File: config.mk
export PLATFORM = sky130hd
export DESIGN_NAME = fsp_ctrl
export DESIGN_NICKNAME = d
export VERILOG_FILES = /design/src/hw/fsp_key_timer.v /design/src/hw/fsp_ctrl.v
export VERILOG_INCLUDE_DIRS = /design/src /design/src/hw
export SDC_FILE = /design/constraint.sdc
export NUM_CORES = 1
export LEC_CHECK = 0
export BUFFER_PORTS_ARGS = -buffer_cell sky130_fd_sc_hd__buf_2
export CORE_MARGIN = 2
export CORE_UTILIZATION = 48
export CTS_CLUSTER_SIZE = 24
export DETAILED_ROUTE_END_ITERATION = 16
export GPL_ROUTABILITY_DRIVEN = 0
export PLACE_DENSITY = 0.75
export SYNTH_ARGS = -nofsm -noshare
export SYNTH_HDL_FRONTEND = slang
export SYNTH_SLANG_ARGS = --single-unit
File: constraint.sdc
create_clock -name clk_i -period 2.4 [get_ports clk_i]
set_clock_uncertainty 0.05 [all_clocks]
set_input_delay 0.48 -clock clk_i [delete_from_list [all_inputs] [get_ports clk_i]]
set_output_delay 0.48 -clock clk_i [all_outputs]
set_load 0.005 [all_outputs]
File: src/hw/fsp_regs.vh
// register indices, field positions, reset values and codes of the flash program controller
`ifndef FSP_REGS_VH
`define FSP_REGS_VH

// register indices; byte address is four times the index
`define FSP_IDX_KEY        8'hF1
`define FSP_IDX_ADDR_LOW   8'hF2
`define FSP_IDX_ADDR_HIGH  8'hF3
`define FSP_IDX_REGION     8'hF4
`define FSP_IDX_DATA       8'hF5
`define FSP_IDX_CONTROL    8'hF6
`define FSP_IDX_STATUS     8'hF7

// reset values
`define FSP_RST_BYTE       8'h00
`define FSP_RST_STATUS     8'h00

// program_control fields
`define FSP_CTL_BOOT_BIT   7
`define FSP_CTL_ERASE_BIT  5
`define FSP_CTL_WRITE_BIT  4
`define FSP_CTL_CMD_HI     1
`define FSP_CTL_CMD_LO     0
`define FSP_CTL_RW_MASK    8'hB3
`define FSP_CMD_LAUNCH     2'h2
`define FSP_CMD_IDLE       2'h0

// status fields
`define FSP_STA_ENABLED    0
`define FSP_STA_BUSY       1
`define FSP_STA_REFUSED    2
`define FSP_STA_DONE       3

// unlock key
`define FSP_KEY_MIN        8'h40

// region selector codes
`define FSP_REG_MAIN       8'h00
`define FSP_REG_UID        8'h01
`define FSP_REG_EEPROM     8'h02
`define FSP_REG_BOOT       8'h03

// region codes driven to the array
`define FSP_AREA_MAIN      2'h0
`define FSP_AREA_UID       2'h1
`define FSP_AREA_EEPROM    2'h2
`define FSP_AREA_BOOT      2'h3

`endif

File: src/hw/fsp_key_timer.v
// unlock key window: counts n clocks after a valid key write
`include "fsp_regs.vh"

module fsp_key_timer (
  // clock and reset
  input  wire       clk_i,
  input  wire       rst_i,
  // control
  input  wire       key_wr_i,
  input  wire [7:0] key_val_i,
  input  wire       consume_i,
  // state
  output reg        enabled_o,
  output reg  [7:0] remaining_o
);

  reg [7:0] next_remaining;
  reg       next_enabled;

  always @* begin
    next_remaining = remaining_o;
    next_enabled   = enabled_o;
    if (key_wr_i) begin
      if (key_val_i >= `FSP_KEY_MIN) begin
        next_remaining = key_val_i;
        next_enabled   = 1'b1;
      end else begin
        next_remaining = `FSP_RST_BYTE;
        next_enabled   = 1'b0;
      end
    end else if (consume_i) begin
      next_remaining = `FSP_RST_BYTE;
      next_enabled   = 1'b0;
    end else if (enabled_o) begin
      // window closes after n clocks with no command
      if (remaining_o == 8'h01) begin
        next_enabled = 1'b0;
      end
      next_remaining = remaining_o - 8'h01;
    end
  end

  always @(posedge clk_i) begin
    if (rst_i) begin
      enabled_o   <= 1'b0;
      remaining_o <= `FSP_RST_BYTE;
    end else begin
      enabled_o   <= next_enabled;
      remaining_o <= next_remaining;
    end
  end

endmodule

File: src/hw/fsp_ctrl.v
// self-programming controller: wishbone registers, key window, launch and stall
// Operation
// key value at least 0x40 enables programming
// window of n clocks then auto disable
// low register gives address bits 7..0
// high register gives address bits 15..8
// selector 0x00 targets main code area
// selector 0x01 reads unique id, no writes
// selector 0x02 targets independent eeprom region
// selector 0x03 boot reads only from boot
// boot select bit picks reset start area
// erase bit then code 10 erases sector
// program bit then code 10 writes byte
// only trigger code 10 launches anything
// software sets operation bit before trigger
// software never sets both operation bits
// software waits twelve nops after trigger
// boot area program or erase always refused
// watchdog holds count during flash operation
// trigger without live key does nothing; the code sets the refused status bit instead
// cpu stalled until flash operation finishes
`include "fsp_regs.vh"

module fsp_ctrl (
  // clock and reset
  input  wire        clk_i,
  input  wire        rst_i,
  // wishbone slave
  input  wire        wb_cyc_i,
  input  wire        wb_stb_i,
  input  wire        wb_we_i,
  input  wire [11:0] wb_adr_i,
  input  wire [3:0]  wb_sel_i,
  input  wire [31:0] wb_dat_i,
  output reg  [31:0] wb_dat_o,
  output reg         wb_ack_o,
  // flash array
  output reg         flash_write_o,
  output reg         flash_erase_o,
  output reg  [15:0] flash_addr_o,
  output reg  [1:0]  flash_area_o,
  output reg  [7:0]  flash_data_o,
  input  wire        flash_done_i,
  // table read path
  input  wire        exec_in_boot_i,
  output reg  [1:0]  read_area_o,
  output reg         read_allow_o,
  // system
  output reg         boot_area_select_o,
  output reg         cpu_stall_o,
  output reg         wdt_hold_o
);

  localparam [2:0] ST_IDLE = 3'b001;
  localparam [2:0] ST_BUSY = 3'b010;
  localparam [2:0] ST_DONE = 3'b100;

  function hit;
    input [11:0] adr;
    input [7:0]  idx;
    begin
      hit = (adr[11:10] == 2'h0) && (adr[9:2] == idx);
    end
  endfunction

  // registers
  reg  [7:0] unlock_timeout_key;
  reg  [7:0] target_address_low;
  reg  [7:0] target_address_high;
  reg  [7:0] region_selector;
  reg  [7:0] program_data_byte;
  reg        sector_erase_request;
  reg        byte_write_request;
  reg  [1:0] command_code;
  reg        refused;
  reg        done_flag;
  reg  [2:0] state;

  reg  [2:0] next_state;
  reg  [7:0] next_rdata;
  reg        launch;
  reg        reject;
  reg  [1:0] area;
  reg        area_ok;

  wire       key_enabled;
  wire [7:0] key_remaining;
  wire       access;
  wire       wr_take;
  wire       lane0;
  wire [7:0] wbyte;
  wire       key_wr;
  wire       ctl_wr;
  wire       sta_wr;
  wire [15:0] target_address;

  assign access  = wb_cyc_i && wb_stb_i;
  // a write takes effect at the edge where the master sees ack
  assign wr_take = access && wb_we_i && wb_ack_o;
  assign lane0   = wb_sel_i[0];
  assign wbyte   = wb_dat_i[7:0];
  assign key_wr  = wr_take && lane0 && hit(wb_adr_i, `FSP_IDX_KEY);
  assign ctl_wr  = wr_take && lane0 && hit(wb_adr_i, `FSP_IDX_CONTROL);
  assign sta_wr  = wr_take && lane0 && hit(wb_adr_i, `FSP_IDX_STATUS);
  assign target_address = {target_address_high, target_address_low};

  fsp_key_timer u_key (
    .clk_i       (clk_i),
    .rst_i       (rst_i),
    .key_wr_i    (key_wr),
    .key_val_i   (wbyte),
    .consume_i   (launch || reject),
    .enabled_o   (key_enabled),
    .remaining_o (key_remaining)
  );

  // selector decode for programming target
  always @* begin
    area    = `FSP_AREA_MAIN;
    area_ok = 1'b0;
    case (region_selector)
      `FSP_REG_MAIN: begin
        area    = `FSP_AREA_MAIN;
        area_ok = 1'b1;
      end
      `FSP_REG_UID: begin
        area    = `FSP_AREA_UID;
        area_ok = 1'b0;
      end
      `FSP_REG_EEPROM: begin
        area    = `FSP_AREA_EEPROM;
        area_ok = 1'b1;
      end
      `FSP_REG_BOOT: begin
        area    = `FSP_AREA_BOOT;
        area_ok = 1'b0;
      end
      default: begin
        area    = `FSP_AREA_MAIN;
        area_ok = 1'b0;
      end
    endcase
  end

  // trigger evaluation: operation bit must already be stored
  always @* begin
    launch = 1'b0;
    reject = 1'b0;
    if (ctl_wr && (state == ST_IDLE)) begin
      if (wbyte[`FSP_CTL_CMD_HI:`FSP_CTL_CMD_LO] == `FSP_CMD_LAUNCH) begin
        if ((sector_erase_request ^ byte_write_request)
            && key_enabled && area_ok) begin
          launch = 1'b1;
        end else begin
          reject = 1'b1;
        end
      end
    end
  end

  always @* begin
    next_state = state;
    case (state)
      ST_IDLE: begin
        if (launch) begin
          next_state = ST_BUSY;
        end
      end
      ST_BUSY: begin
        if (flash_done_i) begin
          next_state = ST_DONE;
        end
      end
      ST_DONE: begin
        next_state = ST_IDLE;
      end
      default: begin
        next_state = ST_IDLE;
      end
    endcase
  end

  // read mux
  always @* begin
    next_rdata = 8'h00;
    case (wb_adr_i[9:2])
      `FSP_IDX_KEY:       next_rdata = unlock_timeout_key;
      `FSP_IDX_ADDR_LOW:  next_rdata = target_address_low;
      `FSP_IDX_ADDR_HIGH: next_rdata = target_address_high;
      `FSP_IDX_REGION:    next_rdata = region_selector;
      `FSP_IDX_DATA:      next_rdata = program_data_byte;
      `FSP_IDX_CONTROL: begin
        next_rdata = {boot_area_select_o, 1'b0, sector_erase_request,
                      byte_write_request, 2'b00, command_code};
      end
      `FSP_IDX_STATUS: begin
        next_rdata = {4'h0, done_flag, refused, cpu_stall_o, key_enabled};
      end
      default:            next_rdata = 8'h00;
    endcase
    if (wb_adr_i[11:10] != 2'h0) begin
      next_rdata = 8'h00;
    end
  end

  // bus answer
  always @(posedge clk_i) begin
    if (rst_i) begin
      wb_ack_o <= 1'b0;
      wb_dat_o <= 32'h00000000;
    end else begin
      wb_ack_o <= access && !wb_ack_o;
      if (access && !wb_ack_o) begin
        wb_dat_o <= {24'h000000, next_rdata};
      end
    end
  end

  // software registers
  always @(posedge clk_i) begin
    if (rst_i) begin
      unlock_timeout_key   <= `FSP_RST_BYTE;
      target_address_low   <= `FSP_RST_BYTE;
      target_address_high  <= `FSP_RST_BYTE;
      region_selector      <= `FSP_RST_BYTE;
      program_data_byte    <= `FSP_RST_BYTE;
      boot_area_select_o   <= 1'b0;
      sector_erase_request <= 1'b0;
      byte_write_request   <= 1'b0;
      command_code         <= `FSP_CMD_IDLE;
    end else begin
      if (key_wr) begin
        unlock_timeout_key <= wbyte;
      end
      if (wr_take && lane0 && hit(wb_adr_i, `FSP_IDX_ADDR_LOW)) begin
        target_address_low <= wbyte;
      end
      if (wr_take && lane0 && hit(wb_adr_i, `FSP_IDX_ADDR_HIGH)) begin
        target_address_high <= wbyte;
      end
      if (wr_take && lane0 && hit(wb_adr_i, `FSP_IDX_REGION)) begin
        region_selector <= wbyte;
      end
      if (wr_take && lane0 && hit(wb_adr_i, `FSP_IDX_DATA)) begin
        program_data_byte <= wbyte;
      end
      if (ctl_wr) begin
        boot_area_select_o   <= wbyte[`FSP_CTL_BOOT_BIT];
        sector_erase_request <= wbyte[`FSP_CTL_ERASE_BIT];
        byte_write_request   <= wbyte[`FSP_CTL_WRITE_BIT];
        command_code         <= wbyte[`FSP_CTL_CMD_HI:`FSP_CTL_CMD_LO];
      end else if (state == ST_DONE) begin
        // finished command returns to idle code
        command_code <= `FSP_CMD_IDLE;
      end
    end
  end

  // sticky status, set wins over write-one clear
  always @(posedge clk_i) begin
    if (rst_i) begin
      refused   <= 1'b0;
      done_flag <= 1'b0;
    end else begin
      if (reject) begin
        refused <= 1'b1;
      end else if (sta_wr && wbyte[`FSP_STA_REFUSED]) begin
        refused <= 1'b0;
      end
      if (state == ST_DONE) begin
        done_flag <= 1'b1;
      end else if (sta_wr && wbyte[`FSP_STA_DONE]) begin
        done_flag <= 1'b0;
      end
    end
  end

  // flash operation sequencing
  always @(posedge clk_i) begin
    if (rst_i) begin
      state         <= ST_IDLE;
      flash_write_o <= 1'b0;
      flash_erase_o <= 1'b0;
      flash_addr_o  <= 16'h0000;
      flash_area_o  <= `FSP_AREA_MAIN;
      flash_data_o  <= 8'h00;
      cpu_stall_o   <= 1'b0;
      wdt_hold_o    <= 1'b0;
    end else begin
      state <= next_state;
      if (launch) begin
        flash_erase_o <= sector_erase_request;
        flash_write_o <= byte_write_request;
        flash_addr_o  <= target_address;
        flash_area_o  <= area;
        flash_data_o  <= program_data_byte;
        cpu_stall_o   <= 1'b1;
        wdt_hold_o    <= 1'b1;
      end else if ((state == ST_BUSY) && flash_done_i) begin
        flash_erase_o <= 1'b0;
        flash_write_o <= 1'b0;
        cpu_stall_o   <= 1'b0;
        wdt_hold_o    <= 1'b0;
      end
    end
  end

  // table read target
  always @(posedge clk_i) begin
    if (rst_i) begin
      read_area_o  <= `FSP_AREA_MAIN;
      read_allow_o <= 1'b1;
    end else begin
      case (region_selector)
        `FSP_REG_MAIN: begin
          read_area_o  <= `FSP_AREA_MAIN;
          read_allow_o <= 1'b1;
        end
        `FSP_REG_UID: begin
          read_area_o  <= `FSP_AREA_UID;
          read_allow_o <= 1'b1;
        end
        `FSP_REG_EEPROM: begin
          read_area_o  <= `FSP_AREA_EEPROM;
          read_allow_o <= 1'b1;
        end
        `FSP_REG_BOOT: begin
          read_area_o  <= `FSP_AREA_BOOT;
          read_allow_o <= exec_in_boot_i;
        end
        default: begin
          read_area_o  <= `FSP_AREA_MAIN;
          read_allow_o <= 1'b0;
        end
      endcase
    end
  end

endmodule

==> results of run 1 <==
-- placed cells by master, fill, tap and decap left out, types with 6 or more instances in the layout --
master    instances
nor3_1            8
nand2_1         119
mux2i_1          28
mux2_2            6
a211oi_1          7
conb_1           24
nand3_1          31
a21oi_1          67
buf_4            26
dfxtp_1         100
o21ai_0          12
clkbuf_8         11
nor2_1           45
buf_2            68
-- sequential cells by signal, summed over array words and instances, names as in the netlist, 2 cells and up --
signal               cells
command_code             2
flash_addr_o            16
flash_area_o             2
flash_data_o             8
program_data_byte        8
read_area_o              2
region_selector          8
state                    3
target_address_high      8
target_address_low       8
u_key.remaining_o        8
unlock_timeout_key       8
wb_dat_o                 8
-- worst paths after layout --
check	startpoint	to	slack, ns	cells after the start
max	wb_ack_o	flash_data_o[1]	0.15	7
min	rst_i	wb_ack_o	0.26	2
max reg2reg	wb_ack_o	flash_data_o[1]	0.15	7
min reg2reg	flash_data_o[2]	flash_data_o[2]	0.40	2
-- cells by family after synthesis --
| kind of cell | Yosys count | share of synthesized area (%) |
|---|---|---|
| muxes | 35 | 8.00 |
| and+or+nand+nor | 246 | 25.4 |
| xor gates and xnor gates | 3 | 0.568 |
| adders and majority gates | 2 | 0.541 |
| DFF | 100 | 43.3 |
| other | 1 | 0.0810 |
| buffers and inverters | 67 | 8.00 |
| AOI/OAI and AO/OA | 110 | 14.1 |
-- power by group --
part	internal [uW]	switching, uW
clock	548	589
combinational	50.8	118
sequential	1660	0.942
-- layer usage --
metal	vias up	GRT usage [%]	part of all wire (%)
met1	1989	34.4	45
met3	20	5.06	8.5
met2	228	37.3	44
met5	-	0	0
li1	2036	-	-
met4	0	7.08	1.6
-- per-stage QoR --
step	total power, uW	hold WS (ns)
finish	2960	0.260
global route	3060	0.255
CTS	2970	0.254
detailed placement	1860	0.390
global placement	1860	0.382
floorplan	1820	0.381
-- layout make-up --
cell class | count | area (sq um) | area share [%]
well taps | 129 | 161 | 3.02
clock buffers | 12 | 155 | 2.90
multi-input cells | 420 | 2350 | 43.9
repair buffers | 98 | 616 | 11.5
inverters | 3 | 11.3 | 0.211
flip-flops and latches | 100 | 2000 | 37.4
clock inverters | 4 | 56.3 | 1.05
==> flow_summary.json, run 1 <==
{
  "io_pins": 122,
  "hold_class": "in -> reg",
  "dieArea_sq_um": 10400,
  "io_buffers": 68,
  "fin_crit_ns": 2.25,
  "async_flop_share_pct": 0,
  "synth_most_common_cell": "nand2_1",
  "clock_sinks": 100,
  "initial_core_util_pct": 49.9,
  "drtIter0Drc": 384,
  "gr-total-overflow": 0,
  "path_cells": "nand4bb_4 -> or4_1 -> buf_4 -> nor3_2 -> buf_4 -> nand2_1 -> a21oi_1",
  "cts-resized-gates": 0,
  "synth_top_area_cell": "dfxtp_1",
  "cts_tree": "built",
  "leakagePower_uw": 0.00206,
  "postPlaceCellArea_sq_um": 5140,
  "synth-edff-count": 0,
  "synth_top_area_share_pct": 43.3,
  "fmax_mhz": 445,
  "ys_top_cells_by_area": "dfxtp_1, nand2_1, a21oi_1",
  "syn_area_sq_um": 4630,
  "slowest_stage": "or4_1",
  "finalMaxSlewViolations": 0,
  "critical_path.max_stage_delay_ns": 0.64,
  "clk_pin_slew_ns": 0.10,
  "critical_path.top_delay_family": "simple AND/OR/NAND/NOR gates",
  "grt_util_all_layers_pct": 24.2,
  "grt_antenna_before_repair": 0,
  "dpl_worst_slack_ns": -0.0933,
  "die_x_microns": 102,
  "drt_wl_total_microns": 12100,
  "tns_ns": 0,
  "nFillCells": 855,
  "path_buf_inv": 2,
  "cts-root-buf": "clkbuf_8",
  "min_period_over_period_pct": 93.6,
  "crit_type": "reg -> reg",
  "synthFlopType": "dfxtp_1",
  "synth_cell_types": 57,
  "postCtsHoldBufs": 0,
  "core_region_area_sq_um": 9280,
  "ys_seq_area_share_pct": 43.3,
  "finalHoldViolCount": 0,
  "grt_pass1_vias": 3878,
  "critPathLaunchType": "register",
  "antenna_cells": 0,
  "cts_setup_buffers": 0,
  "row_count": 35,
  "cp.arrival_ns": 2.49,
  "drc_errors": 0,
  "clock_latency_ns": 0.36,
  "ir_drop_mv": 0.338,
  "max_cap_violations": 0,
  "fin_nets": 689,
  "firstDrtPassIters": 5,
  "ctsLongestPathBuffers": 2,
  "ant_nets": 0,
  "setup_viol": 0,
  "vias": 4273,
  "status": "completed",
  "syn2layout_area_growth_pct": 15.6,
  "wl_per_cell_microns": 15.8,
  "ys_ff_latch": 100,
  "syn_area_per_cell_sq_um": 8.21,
  "yosys_warnings": 0,
  "grt_pass1_wl_microns": 19500,
  "placed_cells": 750,
  "crit_top_cell": "buf_4",
  "numCtsBuffers": 9,
  "rsz0062_at_grt": "no",
  "die_height_microns": 102,
  "tightest_slew_ns": 0.750,
  "netlist_instances": 564,
  "dp_hpwl_microns": 8530,
  "netlist_top_cells_count": "nand2_1, dfxtp_1, a21oi_1, nor2_1, nand3_1",
  "crit_required_ns": 2.64,
  "end_kind": "register",
  "power.density_nw_per_um2": 554,
  "stdcell_count": 766,
  "finalInstanceArea_sq_um": 5350,
  "htree_levels": 3,
  "grt_max_degree": 73,
  "drive_above_1_share_pct": 20.7,
  "final.setup.worst_slack_ns": 0.152,
  "relSlewSlack_pct": 50.0,
  "fin_util_pct": 57.6,
  "vias_per_cell": 5.58,
  "crit_fanout": 8
}
Power figures use the tool's default switching activity.
==> run 2: changes to the inputs <==
Settings changed: PLACE_DENSITY 0.75 to 0.76.
==> flow_summary.json, run 2 (same netlist as run 1, synthesis figures left out) <==
{
  "wl_per_cell_microns": 16.2,
  "placed_cells": 747,
  "die_x_microns": 102,
  "cts_setup_buffers": 0,
  "gr-total-overflow": 0,
  "final_common_cell": "nand2_1",
  "critical_path.max_stage_delay_ns": 0.63,
  "clock_latency_ns": 0.37,
  "syn2layout_area_growth_pct": 15.4,
  "dieArea_sq_um": 10400,
  "fin_nets": 686,
  "ir_drop_mv": 0.341,
  "min_path_cells": 2,
  "slowest_stage": "or4_1",
  "grt_pass1_vias": 3881,
  "routed-wl-met2_microns": 5540,
  "fin_crit_ns": 2.26,
  "critPathLaunchType": "register",
  "cts-root-buf": "clkbuf_8",
  "largest_reg_flops": 16,
  "vias": 4252,
  "drc_errors": 0,
  "crit_type": "reg -> reg",
  "tightest_slew_ns": 0.544,
  "min_period_over_period_pct": 94.0,
  "cp.arrival_ns": 2.51,
  "top_layer_used": "met4",
  "ant_nets": 0,
  "grt_max_degree": 95,
  "htree_levels": 3,
  "antenna_cells": 0,
  "fmax_mhz": 443,
  "row_count": 35,
  "crit_top_cell": "buf_4",
  "regMostFlops": "flash_addr_o",
  "final_cell_mix": "nand2_1, dfxtp_1, buf_2, a21oi_1, nor2_1",
  "crit_fanout": 8,
  "initial_core_util_pct": 49.9,
  "relSlewSlack_pct": 63.4,
  "path_buf_inv": 2,
  "fin_util_pct": 57.5,
  "path_cells": "nand4bb_4 -> or4_1 -> buf_4 -> nor3_2 -> buf_4 -> nand2_1 -> a21oi_1",
  "wl_met1_microns": 5500,
  "r2r_cells": 7,
  "numCtsBuffers": 9,
  "r2r_start": "wb_ack_o",
  "firstDrtPassIters": 5,
  "hold_class": "in -> reg",
  "postCtsHoldBufs": 0,
  "drt_wl_total_microns": 12300,
  "finalMaxSlewViolations": 0,
  "crit_required_ns": 2.65,
  "drtIter0Drc": 416,
  "max_cap_violations": 0,
  "nFillCells": 869,
  "regToRegSetupSlack_ns": 0.14,
  "vias_per_cell": 5.57,
  "grt_pass1_wl_microns": 19500,
  "cts-resized-gates": 0,
  "clock_sinks": 100,
  "finalHoldViolCount": 0,
  "rsz0062_at_grt": "no",
  "leakagePower_uw": 0.00205,
  "dp_hpwl_microns": 8590,
  "r2r_end": "flash_data_o[0]",
  "ctsLongestPathBuffers": 2,
  "grt_antenna_before_repair": 0,
  "power_uw": 2870,
  "drive_above_1_share_pct": 20.5,
  "min-delay-start": "rst_i",
  "end_kind": "register",
  "io_buffers": 68,
  "core_region_area_sq_um": 9280,
  "clk_pin_slew_ns": 0.10,
  "critical_path.top_delay_family": "simple AND/OR/NAND/NOR gates",
  "status": "completed",
  "grt_util_all_layers_pct": 24.3,
  "cts_tree": "built",
  "stdcell_count": 763,
  "dr_wl_met3_microns": 1020,
  "setup_viol": 0,
  "power.density_nw_per_um2": 538,
  "hold_end": "wb_ack_o",
  "die_height_microns": 102,
  "io_pins": 122
}
run 2: metrics by stage:
step	setup TNS (ns)	area [sq um]	worst slack, ns	hold slack (ns)
floorplan	0	4710	0.0654	0.381
global placement	-0.969	5150	-0.0532	0.380
detailed placement	-1.74	5150	-0.114	0.391
CTS	0	5340	0.135	0.277
global route	0	5340	0.104	0.288
finish	0	5340	0.144	0.286
run 2: worst max-delay path by stage:
stage                 startpoint               end  cells after the start
global placement    wb_adr_i[10]   flash_area_o[1]                      8
CTS                     wb_ack_o   flash_data_o[0]                      7
finish                  wb_ack_o   flash_data_o[0]                      7
floorplan           wb_adr_i[10]  flash_addr_o[10]                      8
global route            wb_ack_o  flash_addr_o[13]                      7
detailed placement  wb_adr_i[10]   flash_data_o[0]                      8
run 2: worst reg2reg max path: stages, from the launching register on:
cell and delay [ns]:
dfxtp_1 0.42, nand4bb_4 0.13, or4_1 0.63, buf_4 0.19
nor3_2 0.31, buf_4 0.22, nand2_1 0.06, a21oi_1 0.16
run 2: where the power goes:
group	switching [uW]	internal [uW]
clock	619	422
sequential	0.995	1660
combinational	119	52.8
run 2: area by class of cell:
type	count	area [sq um]	area share [%]
multi-input combinational	420	2350	43.9
tap	129	161	3.02
timing repair buffer	95	631	11.8
clock inverter	6	52.6	0.984
clock buffer	10	138	2.58
inverter	3	11.3	0.211
sequential	100	2000	37.5
run 2: routing by layer:
| metal | vias to the layer above | track usage (%) |
|---|---|---|
| met1 | 1985 | 34.6 |
| met5 | - | 0 |
| met3 | 25 | 3.42 |
| met4 | 0 | 10.3 |
| met2 | 209 | 37.1 |
| li1 | 2033 | - |
==> run 3: changes to the inputs <==
Settings changed: CELL_PAD_IN_SITES_DETAIL_PLACEMENT set to 1, CELL_PAD_IN_SITES_GLOBAL_PLACEMENT set to 1, CORE_UTILIZATION 48 to 35.
==> flow_summary.json, run 3 (same netlist as run 1, synthesis figures left out) <==
{
  "power_uw": 3350,
  "drt_wl_total_microns": 14500,
  "gr-total-overflow": 0,
  "postCtsHoldBufs": 0,
  "drtIter0Drc": 276,
  "finalMaxSlewViolations": 0,
  "drive_above_1_share_pct": 20.8,
  "relSlewSlack_pct": 46.0,
  "cp.arrival_ns": 2.47,
  "met2_usage_pct": 34.4,
  "cts-root-buf": "clkbuf_16",
  "largest_reg_flops": 16,
  "status": "completed",
  "grt_antenna_before_repair": 1,
  "vias_per_cell": 5.26,
  "antenna_cells": 0,
  "end_kind": "register",
  "regMostFlops": "flash_addr_o",
  "cts_tree": "built",
  "ir_drop_mv": 0.364,
  "rsz0062_at_grt": "no",
  "hold_class": "in -> reg",
  "crit_top_cell": "buf_4",
  "max_cap_violations": 0,
  "initial_core_util_pct": 35.4,
  "crit_fanout": 5,
  "dieArea_sq_um": 14200,
  "row_count": 42,
  "syn2layout_area_growth_pct": 19.0,
  "htree_levels": 3,
  "final_common_cell": "nand2_1",
  "regToRegSetupSlack_ns": 0.17,
  "grt_max_degree": 78,
  "fin_nets": 688,
  "crit_required_ns": 2.64,
  "min_period_over_period_pct": 92.9,
  "critical_path.max_stage_delay_ns": 0.65,
  "vias": 4269,
  "dp_hpwl_microns": 10200,
  "io_pins": 122,
  "grt_pass1_vias": 4336,
  "setup_viol": 0,
  "wl_per_cell_microns": 17.8,
  "critical_path.top_delay_family": "simple AND/OR/NAND/NOR gates",
  "ant_nets": 0,
  "core_region_area_sq_um": 13100,
  "met1_usage_pct": 27.2,
  "finalHoldViolCount": 0,
  "path_buf_inv": 2,
  "cts_setup_buffers": 0,
  "firstDrtPassIters": 5,
  "crit_type": "reg -> reg",
  "drc_errors": 0,
  "fin_util_pct": 42.1,
  "slowest_stage": "or4_1",
  "die_x_microns": 119,
  "io_buffers": 68,
  "fmax_mhz": 448,
  "leakagePower_uw": 0.00210,
  "clock_sinks": 100,
  "numCtsBuffers": 9,
  "path_cells": "nand4bb_4 -> or4_1 -> buf_4 -> or2_0 -> buf_4 -> a22o_1 -> nor2_1",
  "busiest_layer": "met2",
  "clock_latency_ns": 0.35,
  "use_met3_pct": 3.93,
  "grt_pass1_wl_microns": 23200,
  "clk_pin_slew_ns": 0.07,
  "die_height_microns": 119,
  "grt_util_all_layers_pct": 20.7,
  "ctsLongestPathBuffers": 2,
  "fin_crit_ns": 2.23,
  "tightest_slew_ns": 0.810,
  "final_cell_mix": "nand2_1, dfxtp_1, buf_2, a21oi_1, nor2_1",
  "critPathLaunchType": "register",
  "power.density_nw_per_um2": 608,
  "cts-resized-gates": 0
}
==> run 3: final timing paths <==
check | from | end | depth (start not counted)
setup / recovery | wb_ack_o | u_key.remaining_o[4] | 7
hold / removal | exec_in_boot_i | read_allow_o | 3
setup reg to reg | wb_ack_o | u_key.remaining_o[4] | 7
hold reg to reg | flash_data_o[2] | flash_data_o[2] | 2
==> run 3: cell type report <==
class	instances	area (sq um)
inverter	3	11.3
fill	1585	7580
tap	176	220
multi-input combinational	420	2350
clock inverter	7	81.3
sequential	100	2000
timing repair buffer	97	621
clock buffer	9	225
==> run 3: worst min-delay path, delay by kind of cell <==
family	cells	cell delay [ns]
compound gates	1	0.11
buf+inv	1	0.08
simple gates	1	0.04
==> run 3: routing by layer <==
layer	vias up	wire, microns
met2	136	6820
met1	2078	6650
met3	20	737
met5	-	13
li1	2033	-
met4	2	271
==> run 3: through the flow <==
step           setup WS, ns  hold WS (ns)  TNS (ns)  instance area (sq um)  std cells
6_report              0.170         0.344         0                   5510        812
5_1_grt             0.00541         0.345         0                   5510        812
4_1_cts               0.139         0.335         0                   5510        812
3_5_place_dp        -0.0985         0.392     -2.30                   5200        796
3_3_place_gp        -0.0352         0.381    -0.428                   5200        796
2_1_floorplan        0.0654         0.381         0                   4710        587
==> run 3: power by group <==
| group | switching, uW | total, uW | internal, uW |
|---|---|---|---|
| clock network | 689 | 1510 | 826 |
| registers | 1.01 | 1660 | 1660 |
| logic | 125 | 176 | 51.4 |
